`config.mk`:
```
export PLATFORM = sky130hd
export DESIGN_NAME = mmc_top
export DESIGN_NICKNAME = d
export VERILOG_FILES = /design/src/mmc_pkg.sv /design/src/mmc_top.sv
export VERILOG_INCLUDE_DIRS = /design/src /design/src/src
export SDC_FILE = /design/constraint.sdc
export NUM_CORES = 1
export LEC_CHECK = 0
export BUFFER_PORTS_ARGS = -buffer_cell sky130_fd_sc_hd__buf_4
export CORE_MARGIN = 2
export CORE_UTILIZATION = 60
export CTS_CLUSTER_SIZE = 28
export DETAILED_ROUTE_END_ITERATION = 10
export PLACE_DENSITY = 0.84
export REMOVE_ABC_BUFFERS = 1
export SKIP_CTS_REPAIR_TIMING = 1
export SLEW_MARGIN = 15
export SYNTH_ARGS = -nofsm -noshare
export SYNTH_HDL_FRONTEND = slang
export SYNTH_SLANG_ARGS = --single-unit
```
`constraint.sdc`:
```
create_clock -name clk -period 6.1 [get_ports clk]
set_clock_uncertainty 0.2 [all_clocks]
set_input_delay 1.83 -clock clk [delete_from_list [all_inputs] [get_ports clk]]
set_output_delay 1.83 -clock clk [all_outputs]
set_load 0.02 [all_outputs]
```
`src/mmc_defines.svh`:
```
/*
  Constants of the module management control block: pin indices, reset
  values, timing figures and the cycle counts derived from them.
  Assumes a 20 MHz system clock.
*/
`ifndef MMC_DEFINES_SVH
`define MMC_DEFINES_SVH

// ****************************************
// Clock
// ****************************************
`define MMC_CLK_HZ 20000000

// ****************************************
// Timing figures and cycle counts
// ****************************************
`define MMC_T_INIT_MS 2000
`define MMC_T_INIT_CYC ((`MMC_T_INIT_MS) * ((`MMC_CLK_HZ) / 1000))
`define MMC_T_RSTMIN_US 2
`define MMC_T_RSTMIN_CYC (((`MMC_T_RSTMIN_US) * (`MMC_CLK_HZ) + 999999) / 1000000)

// ****************************************
// Synchronised pin positions and reset values
// ****************************************
`define MMC_PIN_RST_N 0
`define MMC_PIN_LP 1
`define MMC_PIN_SEL_N 2
`define MMC_PIN_RESET_VAL 3'h5

// ****************************************
// Flag vector layout
// ****************************************
`define MMC_NFLAG 16
`define MMC_LOS_LO 0
`define MMC_FAULT_LO 4
`define MMC_LOL_LO 8

`endif

```
`src/mmc_pkg.sv`:
```
/*
  Types of the module management control block.
  Assumes nothing beyond a SystemVerilog compiler.
*/
package mmc_pkg;

  // ****************************************
  // Types
  // ****************************************
  typedef enum logic [1:0] {
    MMC_CLR_READY = 2'b00,
    MMC_CLR_LOS = 2'b01,
    MMC_CLR_FAULT = 2'b10,
    MMC_CLR_LOL = 2'b11
  } mmc_clr_grp_t;

  typedef enum logic [1:0] {
    MMC_ST_INIT = 2'b00,
    MMC_ST_HOLD = 2'b01,
    MMC_ST_RUN = 2'b10
  } mmc_st_t;

endpackage

```
`src/mmc_top.sv`:
```
/*
  Management control and status logic of a pluggable transceiver module,
  module side: pin filtering, reset and initialisation, latched flags,
  masks, interrupt line, power and select handling.
  Assumes a two-wire serial slave elsewhere that gives one-cycle strobes
  on the falling serial clock edge after the stop bit of each transaction.
*/
`timescale 1ns/1ps
`default_nettype none
`include "mmc_defines.svh"

module mmc_top #(
  parameter int unsigned INIT_CYCLES = `MMC_T_INIT_CYC,
  parameter int unsigned RESET_MIN_CYCLES = `MMC_T_RSTMIN_CYC
) (
  input wire logic clk,
  input wire logic resetn,
  input wire logic module_reset_n,
  input wire logic low_power_request,
  input wire logic module_select_n,
  input wire logic [3:0] rx_los_cond,
  input wire logic [3:0] tx_fault_cond,
  input wire logic [3:0] tx_lock_loss_cond,
  input wire logic [3:0] rx_lock_loss_cond,
  input wire logic read_clear,
  input wire mmc_pkg::mmc_clr_grp_t read_clear_grp,
  input wire logic mask_write,
  input wire logic [15:0] mask_wdata,
  input wire logic power_down_write,
  input wire logic power_down_wdata,
  output logic interrupt_out_n,
  output logic data_not_ready,
  output logic init_done_flag,
  output logic [3:0] rx_los_flags,
  output logic [3:0] tx_fault_flags,
  output logic [7:0] lock_loss_flags,
  output logic [15:0] flag_mask,
  output logic power_down,
  output logic low_power_state,
  output logic serial_respond_en
);
  import mmc_pkg::*;

  // ****************************************
  // Parameter checks
  // ****************************************
  if (INIT_CYCLES < 2) begin : g_bad_init
    $error("INIT_CYCLES must be at least 2");
  end
  if (RESET_MIN_CYCLES < 1 || RESET_MIN_CYCLES > 16'hfffe) begin : g_bad_rst
    $error("RESET_MIN_CYCLES out of range");
  end

  // ****************************************
  // Pin synchronisers
  // ****************************************
  localparam logic [2:0] PIN_RST = `MMC_PIN_RESET_VAL;
  logic [2:0] pin_raw;
  logic [2:0] pin_s1, pin_s2, pin_s3;
  logic [2:0] pin_f;

  assign pin_raw = {module_select_n, low_power_request, module_reset_n};

  always_ff @(posedge clk) begin
    if (!resetn) begin
      pin_s1 <= `MMC_PIN_RESET_VAL;
      pin_s2 <= `MMC_PIN_RESET_VAL;
      pin_s3 <= `MMC_PIN_RESET_VAL;
    end else begin
      pin_s1 <= pin_raw;
      pin_s2 <= pin_s1;
      pin_s3 <= pin_s2;
    end
  end

  // A change is accepted only once two stages agree, which rejects a
  // single-cycle glitch at the cost of one cycle of latency.
  for (genvar p = 0; p < 3; p++) begin : g_pin
    always_ff @(posedge clk) begin
      if (!resetn) begin
        pin_f[p] <= PIN_RST[p];
      end else if (pin_s2[p] == pin_s3[p]) begin
        pin_f[p] <= pin_s3[p];
      end
    end
  end

  // ****************************************
  // Reset pulse filter
  // ****************************************
  logic [15:0] rst_low_cnt;
  logic hold_rst;

  always_ff @(posedge clk) begin
    if (!resetn) begin
      rst_low_cnt <= 16'h0;
      hold_rst <= 1'b0;
    end else if (pin_f[`MMC_PIN_RST_N]) begin
      rst_low_cnt <= 16'h0;
      hold_rst <= 1'b0;
    end else begin
      if (rst_low_cnt != RESET_MIN_CYCLES[15:0]) begin
        rst_low_cnt <= rst_low_cnt + 16'h1;
      end
      if (rst_low_cnt == RESET_MIN_CYCLES[15:0]) begin
        hold_rst <= 1'b1;
      end
    end
  end

  // ****************************************
  // Initialisation sequence
  // ****************************************
  mmc_st_t st;
  logic [31:0] init_cnt;
  logic init_last;

  assign init_last = (st == MMC_ST_INIT) && (init_cnt == INIT_CYCLES - 1);

  always_ff @(posedge clk) begin
    if (!resetn) begin
      st <= MMC_ST_INIT;
      init_cnt <= 32'h0;
    end else if (hold_rst) begin
      st <= MMC_ST_HOLD;
      init_cnt <= 32'h0;
    end else begin
      unique case (st)
        MMC_ST_HOLD: st <= MMC_ST_INIT;
        MMC_ST_INIT: begin
          if (init_last) begin
            st <= MMC_ST_RUN;
          end else begin
            init_cnt <= init_cnt + 32'h1;
          end
        end
        MMC_ST_RUN: st <= MMC_ST_RUN;
        default: st <= MMC_ST_INIT;
      endcase
    end
  end

  always_ff @(posedge clk) begin
    if (!resetn) begin
      data_not_ready <= 1'b1;
    end else begin
      data_not_ready <= hold_rst || ((st != MMC_ST_RUN) && !init_last);
    end
  end

  // Ready event is a flag like the others: set wins over a same-cycle read
  always_ff @(posedge clk) begin
    if (!resetn) begin
      init_done_flag <= 1'b0;
    end else if (hold_rst || (st != MMC_ST_RUN && !init_last)) begin
      init_done_flag <= 1'b0;
    end else if (init_last) begin
      init_done_flag <= 1'b1;
    end else if (read_clear && read_clear_grp == MMC_CLR_READY) begin
      init_done_flag <= 1'b0;
    end
  end

  // ****************************************
  // Latched flags
  // ****************************************
  logic [15:0] cond, cond_d, flag;

  assign cond = {tx_lock_loss_cond, rx_lock_loss_cond, tx_fault_cond, rx_los_cond};

  always_ff @(posedge clk) begin
    if (!resetn) begin
      cond_d <= 16'h0;
    end else begin
      cond_d <= cond;
    end
  end

  // Flags latch on the onset of a condition, so a lasting fault raises the
  // line once and a read really clears it.
  for (genvar i = 0; i < `MMC_NFLAG; i++) begin : g_flag
    localparam mmc_clr_grp_t GRP = (i < `MMC_FAULT_LO) ? MMC_CLR_LOS :
                                   (i < `MMC_LOL_LO) ? MMC_CLR_FAULT : MMC_CLR_LOL;
    always_ff @(posedge clk) begin
      if (!resetn) begin
        flag[i] <= 1'b0;
      end else if (st != MMC_ST_RUN) begin
        flag[i] <= 1'b0;
      end else if (cond[i] && !cond_d[i]) begin
        flag[i] <= 1'b1;
      end else if (read_clear && read_clear_grp == GRP) begin
        flag[i] <= 1'b0;
      end
    end
  end

  assign rx_los_flags = flag[`MMC_FAULT_LO-1:`MMC_LOS_LO];
  assign tx_fault_flags = flag[`MMC_LOL_LO-1:`MMC_FAULT_LO];
  assign lock_loss_flags = flag[15:`MMC_LOL_LO];

  // ****************************************
  // Masks and power-down control
  // ****************************************
  always_ff @(posedge clk) begin
    if (!resetn) begin
      flag_mask <= 16'h0;
    end else if (mask_write) begin
      flag_mask <= mask_wdata;
    end
  end

  always_ff @(posedge clk) begin
    if (!resetn) begin
      power_down <= 1'b0;
    end else if (hold_rst) begin
      power_down <= 1'b0;
    end else if (power_down_write) begin
      power_down <= power_down_wdata;
    end
  end

  // ****************************************
  // Outputs
  // ****************************************
  logic pending;

  assign pending = (|(flag & ~flag_mask)) | init_done_flag;

  always_ff @(posedge clk) begin
    if (!resetn) begin
      interrupt_out_n <= 1'b1;
    end else begin
      interrupt_out_n <= !pending;
    end
  end

  always_ff @(posedge clk) begin
    if (!resetn) begin
      low_power_state <= 1'b0;
    end else begin
      low_power_state <= pin_f[`MMC_PIN_LP] | power_down;
    end
  end

  always_ff @(posedge clk) begin
    if (!resetn) begin
      serial_respond_en <= 1'b0;
    end else begin
      serial_respond_en <= !pin_f[`MMC_PIN_SEL_N] && st != MMC_ST_HOLD;
    end
  end
endmodule

`default_nettype wire

```
==> run summary <==
GRT overflow -> 0
Syn avg cell area -> 9.11 sq um
Max-Cap Viols -> 0
Clock sink count -> 117
DRT Wirelength -> 10.7 mm
Slew margin rel. -> 39.6%
Synthesized flop and latch total -> 117
Mapped Cells -> 521
Final worst-path cycle share -> 52.0%
Final Wtd Congestion -> 0.810
Final count of negative-setup-slack endpoints -> 0
Post-synthesis sequential area ratio -> 49.4%
Die area -> 8640 sq um
Vias in the first global route -> 3855
Largest net degree at the start of global routing -> 53
Fin nets -> 644
DRC -> 0
CP Max Fanout -> 52
CP startpoint kind -> input pin
VDD IR max -> 0.216 mV
Run status -> finished, final reports clean
Average wire per standard cell -> 15.1 um
Synth Area in Simple Gates -> 28.7%
Main synth FF type -> dfxtp_1
Mapped cell area -> 4740 sq um
CP Capture Type -> register
CTS Buf Count -> 17
Unrepaired setup endpoints after global routing -> no
Post-synth EDFFs -> 0
Initial drt markers -> 194
Pleak -> 0.00232 uW
Maximum clock path buffer count -> 2
Clock Tree Root -> clkbuf_8
First-pass GRT wire length -> 17.7 mm
DIE WIDTH -> 92.9 um
Post-Synth XOR/XNOR Area -> 4.43%
WS Path Type -> input pin to register
TritonCTS clock tree -> yes
Core ar. -> 7690 sq um
Post-synthesis adder-cell area fraction -> 0.791%
Initial core utilization -> 61.7%
Mux cell area share after synthesis -> 3.82%
Critical Path AT -> 3.43 ns
H-tree Lvls -> 4
Worst-margin pin slew -> 0.903 ns
Largest family of logic cells by synthesized area -> simple AND/OR/NAND/NOR gates
Total Routing Usage GR -> 25.9%
IO Pins -> 81
Vias per inst -> 5.65
Antenna Cells -> 0
R2R Setup Slk -> 3.53 ns
Tmin final -> 3.17 ns
Port Buf Inserts -> 80
Insertion delay to the later sink of the worst-skew pair -> 0.51 ns
Share of cells above drive strength 1 -> 20.1%
Syn. warnings -> 0
# fillers -> 524
Min-Delay Path Class -> register to register
Power density over cell area -> 300 nW/um^2
Max-slew violations -> 0
Library cells used by synthesis -> 48
Final Hold Viols -> 0
CTS clock-pin slew for the worst setup and hold paths -> 0.06 ns
Layout area overhead -> 24.8%
Commonest non-fill, non-tap cells in the layout -> dfxtp_1, buf_4, nor2_1
Vias -> 4029
Antenna Nets Post-Route -> 0
Commonest non-fill, non-tap cell in the layout -> dfxtp_1
Total power draw -> 1780 uW
Detailed Place HPWL -> 6.87 mm
Cell Rows -> 32
DR pass1 iterations -> 6
Total negative slack -> 0 ns
Share of flip-flops with an asynchronous set or reset -> 0%
Fmax -> 315 MHz
Initial antenna violation count -> 0
Die H -> 92.9 um
Post-synthesis compound-gate area fraction -> 9.07%
Worst endpoint required time -> 6.35 ns
==> logic make-up after synthesis <==
group,after synthesis
xor+xnor,24
fa+ha+maj,3
mux,18
flops,117
buf+inv,44
compound gates,78
simple gates,237
==> final timing paths <==
path,cells past startpoint,endpoint,from
hold reg to reg,1,pin_s2[0]$_SDFF_PN1_,pin_s1[0]$_SDFF_PN1_
setup reg to reg,4,init_cnt[16]$_SDFFE_PP0P_,st[0]$_SDFFE_PN0P_
setup / recovery,4,init_cnt[19]$_SDFFE_PP0P_,resetn
hold / removal,1,pin_s2[0]$_SDFF_PN1_,pin_s1[0]$_SDFF_PN1_
==> cell usage after synthesis (all sizes together), types with 13 or more instances <==
cell,number,area (sq um)
nand2,24,90.1
dfxtp,117,2340
o21ai,21,105
nor2b,34,213
clkbuf,16,60.1
nand3,19,95.1
or3,19,119
nor2,50,190
a21oi,41,205
mux2i,17,170
nand4,13,109
and2,24,150
inv,22,82.6
==> where the power goes <==
group / total [uW] / switching (uW) / internal [uW]
combinational: 88.3 / 42.6 / 45.7
clock: 898 / 378 / 520
sequential: 791 / 9.84 / 781
total: 1780 / 431 / 1350
==> through the flow <==
step | hold WS [ns] | instances | util, % | setup slack [ns] | area, sq um
2_1_floorplan | 0.186 | 499 | - | 2.89 | 4650
3_3_place_gp | 0.193 | 681 | 69.9 | 2.09 | 5370
3_5_place_dp | 0.218 | 681 | 69.9 | 2.02 | 5370
4_1_cts | 0.231 | 713 | 77.0 | 2.57 | 5920
5_1_grt | 0.250 | 713 | 77.0 | 2.82 | 5920
6_report | 0.233 | 713 | 77.0 | 2.93 | 5920
==> flip-flops by register name, indices dropped and copies added (netlist names) <==
name,cells
init_cnt,32
cond_d,16
flag_mask,16
rst_low_cnt,16
lock_loss_flags,8
rx_los_flags,4
tx_fault_flags,4
pin_f,3
pin_s1,3
pin_s2,3
pin_s3,3
st,2
data_not_ready,1
hold_rst,1
init_done_flag,1
interrupt_out_n,1
low_power_state,1
power_down,1
serial_respond_en,1
==> worst max-delay path: stages <==
cell and delay (ns):
buf_4 0.36, nand2_2 0.49, or4_1 0.64, nand2_1 0.08
==> layout make-up <==
| cell class | instances | area [sq um] | share of cell area (%) |
|---|---|---|---|
| multi-input cells | 360 | 2220 | 37.5 |
| repair buffers | 80 | 601 | 10.1 |
| well taps | 102 | 128 | 2.16 |
| flip-flops and latches | 117 | 2340 | 39.6 |
| clock buffers | 18 | 428 | 7.23 |
| clock inverters | 14 | 118 | 1.99 |
| inverters | 22 | 82.6 | 1.39 |
==> layer usage <==
layer / GRT usage, % / part of all wire, % / up-vias
met5: 0 / 0 / -
met4: 10.4 / 2.1 / 0
met3: 6.83 / 4.5 / 24
met2: 42.9 / 51 / 123
met1: 32.2 / 42 / 1913
li1: - / - / 1969
Note: power is estimated with default switching activity, not from simulation.
